## src/bert_pkg.sv

```systemverilog
`default_nettype none
package bert_pkg;

  localparam int unsigned ADDR_W = 11;
  localparam int unsigned DATA_W = 16;
  localparam int unsigned SEED_W = 32;
  localparam int unsigned SEL_W = 5;
  localparam int unsigned RATE_W = 3;
  localparam int unsigned RATE_COUNT_W = 24;

  localparam logic [ADDR_W-1:0] PATTERN_CONFIGURATION_ADDR = 11'h062;
  localparam logic [ADDR_W-1:0] SEED_PATTERN_LOW_ADDR = 11'h064;
  localparam logic [ADDR_W-1:0] SEED_PATTERN_HIGH_ADDR = 11'h066;
  localparam logic [ADDR_W-1:0] TX_ERROR_INSERTION_CONTROL_ADDR = 11'h068;

  localparam logic [DATA_W-1:0] PATTERN_CONFIGURATION_RESET = 16'h0000;
  localparam logic [DATA_W-1:0] SEED_PATTERN_LOW_RESET = 16'h0000;
  localparam logic [DATA_W-1:0] SEED_PATTERN_HIGH_RESET = 16'h0000;
  localparam logic [DATA_W-1:0] TX_ERROR_INSERTION_CONTROL_RESET = 16'h0000;
  localparam logic [DATA_W-1:0] PATTERN_CONFIGURATION_MASK = 16'h1F7F;
  localparam logic [DATA_W-1:0] TX_ERROR_INSERTION_CONTROL_MASK = 16'h003F;

  localparam int unsigned LENGTH_FEEDBACK_LSB = 0;
  localparam int unsigned PATTERN_TYPE_BIT = 5;
  localparam int unsigned QUASI_RANDOM_BIT = 6;
  localparam int unsigned TAP_FEEDBACK_LSB = 8;
  localparam int unsigned MANUAL_SOURCE_BIT = 0;
  localparam int unsigned SINGLE_TRIGGER_BIT = 1;
  localparam int unsigned SINGLE_ENABLE_BIT = 2;
  localparam int unsigned ERROR_RATE_LSB = 3;

  // x^20 + x^17 + 1, stored as stage number minus one
  localparam logic [SEL_W-1:0] QUASI_LENGTH_SEL = 5'h13;
  localparam logic [SEL_W-1:0] QUASI_TAP_SEL = 5'h10;
  localparam logic [SEED_W-1:0] QUASI_SEED = 32'hFFFFFFFF;
  localparam int unsigned QUASI_ZERO_RUN = 14;

  localparam logic [RATE_W-1:0] RATE_DISABLED = 3'h0;

  typedef struct packed {
    logic              quasi_random_enable;
    logic              pattern_type_select;
    logic [SEL_W-1:0]  length_feedback_select;
    logic [SEL_W-1:0]  tap_feedback_select;
    logic [SEED_W-1:0] seed_pattern_value;
  } gen_config_type;

  // bits between two inserted errors, minus one
  function automatic logic [RATE_COUNT_W-1:0] decade_last(input logic [RATE_W-1:0] rate);
    logic [RATE_COUNT_W-1:0] result;
    result = 24'h000000;
    case (rate)
      3'h1: result = 24'h000009;
      3'h2: result = 24'h000063;
      3'h3: result = 24'h0003E7;
      3'h4: result = 24'h00270F;
      3'h5: result = 24'h01869F;
      3'h6: result = 24'h0F423F;
      3'h7: result = 24'h98967F;
      default: result = 24'h000000;
    endcase
    return result;
  endfunction

endpackage
`default_nettype wire

```

## src/bert_tx_generator.sv

```systemverilog
`timescale 1ns/1ps
`default_nettype none
module bert_tx_generator (
  input  wire logic                    sys_clk,
  input  wire logic                    rst,
  input  wire logic                    load,
  input  wire bert_pkg::gen_config_type load_config,
  input  wire logic                    advance,
  output logic                         gen_bit
);
  import bert_pkg::*;

  localparam int unsigned RUN_TOP = int'(QUASI_LENGTH_SEL) - 1;

  typedef struct packed {
    logic [SEED_W-1:0] shift;
    logic [SEL_W-1:0]  length_sel;
    logic [SEL_W-1:0]  tap_sel;
    logic              repetitive;
    logic              quasi;
  } gen_state_type;

  gen_state_type state;
  gen_state_type next_state;
  logic          feedback;

  always_comb begin
    next_state = state;
    feedback = state.shift[state.length_sel];
    if (!state.repetitive) begin
      feedback = feedback ^ state.shift[state.tap_sel];
    end
    if (load) begin
      if (load_config.quasi_random_enable) begin
        next_state.shift = QUASI_SEED;
        next_state.length_sel = QUASI_LENGTH_SEL;
        next_state.tap_sel = QUASI_TAP_SEL;
        next_state.repetitive = 1'b0;
        next_state.quasi = 1'b1;
      end else begin
        next_state.shift = load_config.seed_pattern_value;
        next_state.length_sel = load_config.length_feedback_select;
        next_state.tap_sel = load_config.tap_feedback_select;
        next_state.repetitive = load_config.pattern_type_select;
        next_state.quasi = 1'b0;
      end
    end else if (advance) begin
      next_state.shift = {state.shift[SEED_W-2:0], feedback};
    end
  end

  always_comb begin
    // output stage is stage n, so bit 31 leads at length 32
    gen_bit = state.shift[state.length_sel];
    // only the output is forced; the register keeps its true sequence
    if (state.quasi && (state.shift[RUN_TOP -: QUASI_ZERO_RUN] == '0)) begin
      gen_bit = 1'b1;
    end
  end

  always_ff @(posedge sys_clk) begin
    if (rst) begin
      state <= '0;
    end else begin
      state <= next_state;
    end
  end

endmodule
`default_nettype wire

```

## src/bert_pattern_generator.sv

```systemverilog
`timescale 1ns/1ps
`default_nettype none
// Overview of operation
// - load rising edge copies type, quasi, length, tap and seed into generator.
// - another load needs the load bit low then high again.
// - invert enable set inverts every outgoing bit; clear passes unchanged.
// - tap feedback comes from stage tap field plus one, bits 12 to 8.
// - tap field ignored in repetitive mode.
// - length feedback comes from stage length field plus one, bits 4 to 0.
// - pseudo-random feedback is stage n XOR stage y.
// - repetitive feedback is stage n alone, period n bits.
// - type bit 5 low selects pseudo-random, high selects repetitive.
// - quasi-random enable overrides settings with x^20 + x^17 + 1.
// - quasi-random output forced one when next fourteen bits are zero.
// - 32-bit seed starts pseudo-random runs, is the repetitive pattern.
// - bit 31 of seed goes out first at length 32.
// - bit 31 of seed is the first received bit of a 32-bit pattern.
// - rate field n inverts one bit per 10^n; zero disables.
// - rate insertion starts on a register write with nonzero rate.
// - rate rewrite while running takes effect after the next old-rate error.
// - enabled trigger rising edge inverts one bit; extra edges merge.
// - source select high takes single errors from the manual input pin.
module bert_pattern_generator (
  input  wire logic                          sys_clk,
  input  wire logic                          rst,
  input  wire logic [bert_pkg::ADDR_W-1:0]   reg_addr,
  input  wire logic                          reg_write,
  input  wire logic                          reg_read,
  input  wire logic [bert_pkg::DATA_W-1:0]   reg_wdata,
  output logic      [bert_pkg::DATA_W-1:0]   reg_rdata,
  output logic                               reg_rdata_valid,
  input  wire logic                          tx_pattern_load,
  input  wire logic                          tx_invert_enable,
  input  wire logic                          manual_error_input,
  input  wire logic                          tx_bit_enable,
  output logic                               tx_bit_out,
  output logic                               tx_bit_valid,
  output logic                               tx_error_inserted,
  output logic      [bert_pkg::SEED_W-1:0]   rx_pattern_value
);
  import bert_pkg::*;

  typedef struct packed {
    logic [DATA_W-1:0]       pattern_configuration;
    logic [DATA_W-1:0]       seed_pattern_low;
    logic [DATA_W-1:0]       seed_pattern_high;
    logic [DATA_W-1:0]       tx_error_insertion_control;
    logic                    load_prev;
    logic                    trigger_prev;
    logic                    manual_sync1;
    logic                    manual_sync2;
    logic                    manual_prev;
    logic [RATE_W-1:0]       active_rate;
    logic [RATE_W-1:0]       pending_rate;
    logic                    pending_valid;
    logic [RATE_COUNT_W-1:0] rate_count;
    logic                    single_pending;
    logic                    out_bit;
    logic                    out_valid;
    logic                    out_error;
    logic [DATA_W-1:0]       rdata;
    logic                    rdata_valid;
  } top_state_type;

  typedef enum logic [2:0] {
    sel_none,
    sel_pattern_configuration,
    sel_seed_pattern_low,
    sel_seed_pattern_high,
    sel_tx_error_insertion_control
  } reg_sel_type;

  // one decoder for both strobes keeps the read and write maps identical
  function automatic reg_sel_type decode_addr(input logic [ADDR_W-1:0] addr);
    reg_sel_type sel;
    sel = sel_none;
    if (addr == PATTERN_CONFIGURATION_ADDR) begin
      sel = sel_pattern_configuration;
    end else if (addr == SEED_PATTERN_LOW_ADDR) begin
      sel = sel_seed_pattern_low;
    end else if (addr == SEED_PATTERN_HIGH_ADDR) begin
      sel = sel_seed_pattern_high;
    end else if (addr == TX_ERROR_INSERTION_CONTROL_ADDR) begin
      sel = sel_tx_error_insertion_control;
    end
    return sel;
  endfunction

  top_state_type  state;
  top_state_type  next_state;
  gen_config_type gen_config;
  logic           gen_bit;
  logic           load_edge;
  logic           single_edge;
  logic           manual_source;
  logic           rate_error;
  logic           single_error;
  logic           bit_error;
  logic [RATE_W-1:0] written_rate;
  reg_sel_type    addr_sel;

  // live register view; software keeps it steady around a load
  always_comb begin
    gen_config.quasi_random_enable =
      state.pattern_configuration[QUASI_RANDOM_BIT];
    gen_config.pattern_type_select =
      state.pattern_configuration[PATTERN_TYPE_BIT];
    gen_config.length_feedback_select =
      state.pattern_configuration[LENGTH_FEEDBACK_LSB +: SEL_W];
    gen_config.tap_feedback_select =
      state.pattern_configuration[TAP_FEEDBACK_LSB +: SEL_W];
    gen_config.seed_pattern_value =
      {state.seed_pattern_high, state.seed_pattern_low};
  end

  // load only on a low-to-high step; a held bit does nothing
  assign load_edge = tx_pattern_load && !state.load_prev;

  bert_tx_generator u_generator (
    .sys_clk     (sys_clk),
    .rst         (rst),
    .load        (load_edge),
    .load_config (gen_config),
    .advance     (tx_bit_enable),
    .gen_bit     (gen_bit)
  );

  assign manual_source =
    state.tx_error_insertion_control[MANUAL_SOURCE_BIT];
  assign written_rate = reg_wdata[ERROR_RATE_LSB +: RATE_W];
  assign addr_sel = decode_addr(reg_addr);

  always_comb begin
    if (manual_source) begin
      // edge taken after the synchroniser, never from its first stage
      single_edge = state.manual_sync2 && !state.manual_prev;
    end else begin
      single_edge = state.tx_error_insertion_control[SINGLE_TRIGGER_BIT] &&
                    !state.trigger_prev;
    end
    if (!state.tx_error_insertion_control[SINGLE_ENABLE_BIT]) begin
      single_edge = 1'b0;
    end
  end

  always_comb begin
    rate_error = 1'b0;
    if (tx_bit_enable && (state.active_rate != RATE_DISABLED)) begin
      rate_error = (state.rate_count == decade_last(state.active_rate));
    end
    single_error = tx_bit_enable && state.single_pending;
    bit_error = rate_error || single_error;
  end

  always_comb begin
    next_state = state;
    next_state.load_prev = tx_pattern_load;
    next_state.trigger_prev = state.tx_error_insertion_control[SINGLE_TRIGGER_BIT];
    next_state.manual_sync1 = manual_error_input;
    next_state.manual_sync2 = state.manual_sync1;
    next_state.manual_prev = state.manual_sync2;
    next_state.rdata_valid = 1'b0;

    // register writes
    if (reg_write) begin
      case (addr_sel)
        sel_pattern_configuration: begin
          next_state.pattern_configuration = reg_wdata & PATTERN_CONFIGURATION_MASK;
        end
        sel_seed_pattern_low: begin
          next_state.seed_pattern_low = reg_wdata;
        end
        sel_seed_pattern_high: begin
          next_state.seed_pattern_high = reg_wdata;
        end
        sel_tx_error_insertion_control: begin
          next_state.tx_error_insertion_control =
            reg_wdata & TX_ERROR_INSERTION_CONTROL_MASK;
        end
        default: begin
        end
      endcase
    end

    // register reads, one cycle later; unmapped addresses read zero
    if (reg_read) begin
      next_state.rdata_valid = 1'b1;
      case (addr_sel)
        sel_pattern_configuration: begin
          next_state.rdata = state.pattern_configuration;
        end
        sel_seed_pattern_low: begin
          next_state.rdata = state.seed_pattern_low;
        end
        sel_seed_pattern_high: begin
          next_state.rdata = state.seed_pattern_high;
        end
        sel_tx_error_insertion_control: begin
          next_state.rdata = state.tx_error_insertion_control;
        end
        default: begin
          next_state.rdata = '0;
        end
      endcase
    end

    // rate counter moves only with transmitted bits
    if (tx_bit_enable && (state.active_rate != RATE_DISABLED)) begin
      if (rate_error) begin
        next_state.rate_count = '0;
        if (state.pending_valid) begin
          next_state.active_rate = state.pending_rate;
          next_state.pending_valid = 1'b0;
        end
      end else begin
        next_state.rate_count = state.rate_count + 1'b1;
      end
    end

    // a write while idle starts at once; while running it waits its turn
    if (reg_write && (addr_sel == sel_tx_error_insertion_control)) begin
      if (next_state.active_rate == RATE_DISABLED) begin
        next_state.active_rate = written_rate;
        next_state.rate_count = '0;
        next_state.pending_valid = 1'b0;
      end else begin
        next_state.pending_rate = written_rate;
        next_state.pending_valid = 1'b1;
      end
    end

    // one pending error no matter how many edges; a new edge beats the clear
    if (single_error) begin
      next_state.single_pending = 1'b0;
    end
    if (single_edge) begin
      next_state.single_pending = 1'b1;
    end

    // inversion and errors act after the generator
    next_state.out_valid = tx_bit_enable;
    next_state.out_error = bit_error;
    if (tx_bit_enable) begin
      next_state.out_bit = gen_bit ^ tx_invert_enable ^ bit_error;
    end
  end

  always_ff @(posedge sys_clk) begin
    if (rst) begin
      state <= '0;
      state.pattern_configuration <= PATTERN_CONFIGURATION_RESET;
      state.seed_pattern_low <= SEED_PATTERN_LOW_RESET;
      state.seed_pattern_high <= SEED_PATTERN_HIGH_RESET;
      state.tx_error_insertion_control <= TX_ERROR_INSERTION_CONTROL_RESET;
    end else begin
      state <= next_state;
    end
  end

  assign reg_rdata = state.rdata;
  assign reg_rdata_valid = state.rdata_valid;
  assign tx_bit_out = state.out_bit;
  assign tx_bit_valid = state.out_valid;
  assign tx_error_inserted = state.out_error;
  // receive checker compares bit 31 first
  assign rx_pattern_value =
    {state.seed_pattern_high, state.seed_pattern_low};

endmodule
`default_nettype wire

```

## config.mk

```make
export PLATFORM = sky130hd
export DESIGN_NAME = bert_pattern_generator
export DESIGN_NICKNAME = d
export VERILOG_FILES = /design/src/bert_pkg.sv /design/src/bert_tx_generator.sv /design/src/bert_pattern_generator.sv
export SDC_FILE = /design/constraint.sdc
export NUM_CORES = 1
export LEC_CHECK = 0
export BUFFER_PORTS_ARGS = -buffer_cell sky130_fd_sc_hd__buf_2
export CAP_MARGIN = 20
export CORE_MARGIN = 2
export CORE_UTILIZATION = 55
export CTS_BUF_LIST = sky130_fd_sc_hd__clkbuf_4 sky130_fd_sc_hd__clkbuf_8
export CTS_CLUSTER_DIAMETER = 80
export DETAILED_ROUTE_END_ITERATION = 16
export GPL_ROUTABILITY_DRIVEN = 0
export MAX_ROUTING_LAYER = met4
export PLACE_DENSITY = 0.76
export SYNTH_ARGS = -nofsm -noshare
export SYNTH_HDL_FRONTEND = slang
export SYNTH_SLANG_ARGS = --single-unit
```

## constraint.sdc

```tcl
create_clock -name sys_clk -period 6.6 [get_ports sys_clk]
set_clock_uncertainty 0.2 [all_clocks]
set_input_delay 0.66 -clock sys_clk [delete_from_list [all_inputs] [get_ports sys_clk]]
set_output_delay 0.66 -clock sys_clk [all_outputs]
set_load 0.1 [all_outputs]
```

==> results by group, run 1 <==
Outcome
  • Run status: finished clean

Placement
  • HPWL Detailed: 13.6 mm
  • Placed cells: 1072
  • Place WS: 2890 ps
  • IO buf count: 86
  • Placed cell area: 7890 sq um

Layout
  • Final #Nets: 949
  • Non-Filler Instances: 1106
  • ANT cells: 0
  • Fraction of layout cells with a size suffix above 1: 0.161
  • Cell area after layout: 8350 sq um
  • Area Overhead vs Synth: 6.68%

Floorplanning
  • Die area: 15200 sq um
  • # rows: 43
  • Die height: 123 um
  • Initial core utilization: 0.564
  • Die X: 123 um
  • Top-level port count: 87
  • Core footprint: 13900 sq um

Setup path
  • Critical Path Sink: state[31]$_SDFF_PP0_
  • Worst Path Arrival: 3320 ps
  • Crit path max fanout: 27
  • Startpoint Class: register
  • Reg2Reg Capture Point: state[31]$_SDFF_PP0_
  • R2R depth: 7
  • Crit path from: state[51]$_SDFF_PP0_
  • WS Path Type: reg -> reg
  • Worst R2R Setup Slack: 3420 ps
  • Data required time of the critical path: 6740 ps
  • CP Capture Type: register
  • R2r startpoint: state[51]$_SDFF_PP0_

Synthesis
  • Post-Synthesis Cells: 916
  • Largest cells by area after synthesis: dfxtp_1 (39%), mux2i_1 (10%), nand2_1 (5.1%)
  • Mapped Nets: 952
  • Simple-Gate Fraction of Synth Area: 0.225
  • Area leader, netlist: dfxtp_1
  • Share of the synthesized area in the top cell type: 0.386
  • Syn_area_per_cell: 8.54 sq um
  • Async SR Flop Fraction: 0
  • FF+latch count, synth: 151
  • Number of synthesized flops with an enable pin: 0
  • Cell variety after synth: 58
  • Mux share of post-synthesis cell area: 0.135
  • Compound-cell area share of the yosys netlist: 0.130
  • XOR/XNOR Fraction of Synth Area: 0.0358
  • Adder-cell share of the synthesized area: 0.00160
  • Prevailing post-synth register cell: dfxtp_1
  • Yosys warnings: 0
  • Cell area after synthesis: 7820 sq um
  • Largest family of logic cells by synthesized area: simple AND/OR/NAND/NOR gates
  • Register area share after synthesis: 0.386

Route
  • Detailed Route WL: 19.6 mm
  • Wire length per cell: 17.7 um
  • Iter 0 DRT Violations: 560
  • Vias/cell: 5.98
  • First-pass detailed-route iteration total: 5
  • DRT antenna net count: 0
  • Via Count: 6614
  • DR DRC count: 0

Clocking
  • Cts hold-fix bufs: 0
  • Clk_lat worst skew: 460 ps
  • CTS root buf: clkbuf_8
  • TritonCTS clock tree: yes
  • H-tree depth: 4
  • Clk sinks: 151
  • Postcts setup bufs: 0
  • Number of buffers created by CTS: 17
  • Cts repair resizes: 0
  • CTS max path bufs: 2
  • Clock-pin slew on the worst setup and hold paths: 90 ps

Timing
  • Worst setup margin: 3420 ps
  • Fmax: 315 MHz
  • Final setup fails: 0
  • Final Slew Violations: 0
  • Tmin final: 3180 ps
  • Setup_tns: 0 ps
  • Headroom to the max-slew limit: 0.317
  • Worst-Margin Slew: 1020 ps
  • Fin crit share: 0.482
  • Number of hold violations in the final report: 0
  • Unrepaired setup endpoints after global routing: no

Global route
  • Grt ovf: 0
  • M1 GR Usage: 0.384
  • GR Util met2: 0.390
  • M3 GR Usage: 0.0484
  • GRT Util Overall: 0.273
  • Vias in the first global route: 5767
  • First-pass GRT wire length: 31.1 mm
  • Initial antenna violation count: 0
  • Largest net degree at the start of global routing: 72
  • GR peak layer: met2

Min path
  • Hold Crit Class: in -> reg

Pwr
  • Lkg Pwr: 3.06 nW
  • Power, Total: 1.89 mW
  • Maximum VDD drop: 0.156 mV
  • Pwr Density: 227 nW/um^2

Flow run
  • Max-cap viol count: 0
[worst min-delay path by stage]
stage / start / endpoint / cells after the start
after floorplan: next_state[53]$_SDFF_PP0_ / next_state[52]$_SDFF_PP0_ / 1
after global placement: next_state[53]$_SDFF_PP0_ / next_state[52]$_SDFF_PP0_ / 1
after detailed placement: next_state[53]$_SDFF_PP0_ / next_state[52]$_SDFF_PP0_ / 1
after CTS: manual_error_input / next_state[53]$_SDFF_PP0_ / 2
after global routing: manual_error_input / next_state[53]$_SDFF_PP0_ / 2
final: manual_error_input / next_state[53]$_SDFF_PP0_ / 2
[critical path: stages (launching register included)]
cell and delay [ps]:
dfxtp_1 950, xnor2_1 190, a32oi_1 160, a2111oi_2 420
nand4_1 130, or4b_4 570, nand2b_2 320, nor2_1 100
[placed cells by master, fill, tap and decap left out, types with 3 or more instances in the layout]
cell type and count:
bufinv_16 4, a22oi_1 11, clkbuf_8 17, inv_1 5, xor2_1 18, nand4_1 11
nand2b_1 6, nand4b_1 3, o21ai_0 14, nor4_1 3, a31oi_1 8, and3_1 4
or3_1 3, dfxtp_1 151, mux4_2 10, o22ai_1 3, a21oi_1 65, nor3b_1 5
a32oi_1 3, buf_4 7, nand2_1 106, xnor2_1 14, nand3_1 26, nor4b_1 3
nor2b_1 18, buf_2 86, a211oi_1 39, nand3b_1 8, mux2i_1 81, and2_1 5
o31a_1 4, nor3_1 49, and4_1 7, a21o_1 4, clkinvlp_4 4, nor2_1 84
[layout make-up]
type                            instances  area, sq um
Clock buffer                           19          249
Clock inverter                         13          193
Fill cell                            1243         5530
Inverter                                5         18.8
Multi-Input combinational cell        644         4140
Sequential cell                       151         3020
Tap cell                              180          225
Timing Repair Buffer                   94          498
[kinds of logic (layout without fill, tap and decap cells)]
kind of cell,Yosys count,in the layout
DFF,151,151
and+or+nand+nor,357,357
AOI/OAI and AO/OA,161,161
muxes,93,93
adders and majority gates,1,1
buffers and inverters,121,131
xor gates and xnor gates,32,32
[sequential cells by signal (all words and copies together) (netlist names), 3 cells and up]
signal and count:
gen_config 12, next_state 3, reg_rdata 16, rx_pattern_value 32
state 39, u_generator.state 44
[synthesized netlist by cell type (5+ instances only)]
library cell,instances
xnor2_1,14
nand3_1,26
buf_4,49
and2_1,5
nor3_1,49
mux2i_1,81
a21oi_1,65
nand2b_1,7
mux4_2,10
nor3b_1,5
dfxtp_1,151
clkbuf_1,50
a211oi_1,39
and4_1,7
buf_1,5
buf_2,9
xor2_1,18
nor2b_1,18
o21ai_0,14
nand3b_1,8
nor2_1,85
a22oi_1,11
inv_1,5
nand4_1,11
a31oi_1,8
nand2_1,106
[power by group]
group          leakage (nW)  total [mW]  switching (mW)  internal (mW)
clock network         0.212       0.792           0.368          0.424
logic                  1.62       0.149          0.0961         0.0529
registers              1.23       0.950          0.0217          0.929
[per-stage QoR]
| step | hold WS [ps] | util |
|---|---|---|
| global route | 197 | 0.601 |
| floorplan | 214 | - |
| detailed placement | 228 | 0.568 |
| CTS | 177 | 0.600 |
| finish | 200 | 0.601 |
| global placement | 218 | 0.568 |
[layer usage]
| metal | part of all wire | vias up |
|---|---|---|
| li1 | - | 3200 |
| met1 | 0.45 | 3119 |
| met2 | 0.45 | 252 |
| met3 | 0.066 | 43 |
| met4 | 0.031 | 0 |
| met5 | 0 | - |
Power figures use the tool's default switching activity.
==> run 2, diff against run 1 <==
ABC_AREA = 1   (was default)
PLACE_DENSITY = 0.75   (was 0.76)
clock period = 3.2 ns   (was 6.6 ns; I/O delays follow)
==> results by group, run 2 <==
Min path
  • Endpoint, Worst Hold: state[62]$_SDFFE_PP0P_
  • Worst min-delay path startpoint: reg_write
  • Hold Crit Class: in -> reg
  • Hold depth: 5 (+3)

Outcome
  • Run status: finished clean

Timing
  • Number of hold violations in the final report: 0 (unchanged)
  • Worst setup margin: 368 ps (-3050 ps)
  • Fin crit share: 0.885 (+0.403)
  • Hold slack: 40.6 ps (-160 ps)
  • Setup_tns: 0 ps (unchanged)
  • Unrepaired setup endpoints after global routing: no
  • Final setup fails: 0 (unchanged)
  • Worst-Margin Slew: 970 ps (-54.8 ps)
  • Fmax: 353 MHz (+12%)
  • Final Slew Violations: 0 (unchanged)
  • Headroom to the max-slew limit: 0.351 (+0.0341)
  • Tmin final: 2830 ps (-346 ps)

Layout
  • Commonest cells after routing, fill and taps aside: nand2_1 (258), inv_1 (171), dfxtp_1 (151)
  • ANT cells: 0 (unchanged)
  • Leading cell type in the layout, fill and taps excluded: nand2_1
  • Final #Nets: 1294 (+36%)
  • Fill cells: 1395 (+12%)
  • Non-Filler Instances: 1455 (+32%)
  • Largest reg by FF count: u_generator.state
  • Cell area after layout: 8800 sq um (+5.4%)
  • Area Overhead vs Synth: 8.59%
  • Largest register FFs: 44 (unchanged)
  • Fraction of layout cells with a size suffix above 1: 0.126 (-0.0350)

Synthesis
  • FF+latch count, synth: 151 (unchanged)
  • Post-Synthesis Cells: 1231 (+34%)
  • Largest cells by area after synthesis: dfxtp_1 (37%), nand2_1 (12%), inv_1 (8.0%)
  • Syn_area_per_cell: 6.58 sq um (-23%)
  • Top cells by count, synth: nand2_1 (258), inv_1 (172), dfxtp_1 (151), o21ai_0 (127), nand3_1 (126)
  • Cell area after synthesis: 8100 sq um (+3.6%)
  • Prevailing post-synth register cell: dfxtp_1
  • Share of the synthesized area in the top cell type: 0.373 (-0.0132)
  • Area leader, netlist: dfxtp_1
  • Yosys warnings: 0 (unchanged)
  • Async SR Flop Fraction: 0 (unchanged)
  • Cell variety after synth: 40 (-31%)
  • Number of synthesized flops with an enable pin: 0 (unchanged)
  • Count leader, synth: nand2_1
  • Register area share after synthesis: 0.373 (-0.0132)
  • Mapped Nets: 1267 (+33%)

Global route
  • Vias in the first global route: 7224 (+25%)
  • Initial antenna violation count: 0 (unchanged)
  • First-pass GRT wire length: 36.3 mm (+17%)
  • Grt ovf: 0 (unchanged)
  • GRT Util Overall: 0.289 (+0.0161)
  • Largest net degree at the start of global routing: 49 (-32%)

Clocking
  • CTS root buf: clkbuf_8
  • Clk sinks: 151 (unchanged)
  • Cts repair resizes: 0 (unchanged)
  • Number of buffers created by CTS: 17 (unchanged)
  • Cts hold-fix bufs: 18 (+18)
  • Clock-pin slew on the worst setup and hold paths: 90 ps (about the same)
  • Postcts setup bufs: 0 (unchanged)
  • Clk_lat worst skew: 470 ps (about the same)
  • CTS max path bufs: 2 (unchanged)
  • TritonCTS clock tree: yes
  • H-tree depth: 4 (unchanged)

Setup path
  • Reg2Reg Capture Point: state[37]$_SDFF_PP0_
  • R2R depth: 15 (+8)
  • Startpoint Class: register
  • R2r startpoint: state[51]$_SDFF_PP0_
  • Data required time of the critical path: 3370 ps (-3370 ps)
  • Max stage delay cell, worst path: dfxtp_1
  • Crit-path most repeated cell: nand2_1
  • Crit-path max cell delay: 700 ps (-250 ps)
  • CP Capture Type: register
  • Crit path max fanout: 16 (-41%)
  • Worst R2R Setup Slack: 370 ps (-3050 ps)
  • WS Path Type: reg -> reg
  • Cells along the critical path: inv_1 > nand2_2 > nand3_1 > nand2_1 > nand2_1 > nor2_2 > nand3_4 > nand2_1 > nand2_1 > nor2_4 > nand3_4 > nand2_8 > inv_6 > nand2_1 > inv_1
  • Worst Path Arrival: 3000 ps (-320 ps)

Pwr
  • Pint: 2.61 mW (+86%)
  • Sequential share of power: 0.526 (+0.024)
  • Combinational share of power: 0.067 (-0.012)
  • Sw Pwr: 0.997 mW (+110%)
  • Maximum VDD drop: 0.326 mV (+110%)
  • Clock Power Share: 0.407 (-0.012)
  • Pwr Density: 410 nW/um^2 (+81%)
  • Lkg Pwr: 3.92 nW (+28%)
  • Switching share of power: 0.277 (+0.0199)

Placement
  • IO buf count: 86 (unchanged)
  • Place WS: 425 ps (-2470 ps)
  • Placed cells: 1405 (+31%)
  • HPWL Detailed: 15.5 mm (+14%)
  • Placed cell area: 8220 sq um (+4.3%)

Floorplanning
  • Core footprint: 14500 sq um (+4.3%)
  • # rows: 44 (+2.3%)
  • Die X: 125 um (+1.7%)
  • Die height: 125 um (+1.7%)
  • Die area: 15700 sq um (+3.4%)
  • Top-level port count: 87 (unchanged)
  • Initial core utilization: 0.560 (-0.00410)

Route
  • Vias/cell: 5.43 (-9.2%)
  • Detailed Route WL: 21.6 mm (+10%)
  • DRT antenna net count: 0 (unchanged)
  • Wire length per cell: 14.9 um (-16%)
  • First-pass detailed-route iteration total: 6 (+1)
  • DR DRC count: 0 (unchanged)
  • Via Count: 7900 (+19%)
  • Iter 0 DRT Violations: 676 (+21%)

Flow run
  • Max-cap viol count: 0 (unchanged)
==> run 2: logic make-up after synthesis <==
family	after synthesis	synth area share
flops	151	0.373
simple gates	519	0.281
xor+xnor	12	0.0130
fa+ha+maj	1	0.00154
compound gates	260	0.170
buf+inv	288	0.162
==> run 2: worst max-delay path by stage <==
stage	startpoint	slack, ps	cells after the start	to
after floorplan	state[50]$_SDFF_PP0_	1050	16	state[36]$_SDFF_PP0_
after global placement	state[50]$_SDFF_PP0_	510	15	state[43]$_SDFF_PP0_
after detailed placement	state[51]$_SDFF_PP0_	420	17	state[37]$_SDFF_PP0_
after CTS	state[51]$_SDFF_PP0_	400	17	state[37]$_SDFF_PP0_
after global routing	state[51]$_SDFF_PP0_	100	15	state[43]$_SDFF_PP0_
final	state[51]$_SDFF_PP0_	370	15	state[37]$_SDFF_PP0_
==> run 2: power by group through the flow <==
stage / Clock [mW] / Combinational, mW / Sequential (mW)
3_3_place_gp: 0 / 0.220 / 1.94
5_1_grt: 1.58 / 0.268 / 1.90
2_1_floorplan: 0 / 0.132 / 1.96
4_1_cts: 1.48 / 0.238 / 1.90
6_report: 1.47 / 0.241 / 1.90
3_5_place_dp: 0 / 0.221 / 1.94
==> run 2: critical path, delay by kind of cell (launching register included) <==
kind | cells | cell delay, ps
AND/OR/NAND/NOR | 12 | 1490
flip-flops | 1 | 700
buffers and inverters | 3 | 350
==> run 2: per-stage QoR <==
step                power, mW   util
finish                   3.61  0.608
CTS                      3.62  0.608
detailed placement       2.16  0.568
global route             3.74  0.608
global placement         2.16  0.568
floorplan                2.09      -
==> run 2: area by class of cell <==
class,instances,area [sq um],share of cell area
clock inverter,15,159,0.0181
multi-input combinational,792,3770,0.429
sequential,151,3020,0.344
tap,184,230,0.0262
inverter,180,681,0.0774
timing repair buffer,116,701,0.0796
clock buffer,17,234,0.0266
==> run 2: metal layers <==
| layer | track usage | part of all wire |
|---|---|---|
| met3 | 0.0556 | 0.062 |
| met1 | 0.393 | 0.46 |
| met4 | 0.103 | 0.025 |
| met5 | - | 0 |
| met2 | 0.432 | 0.45 |
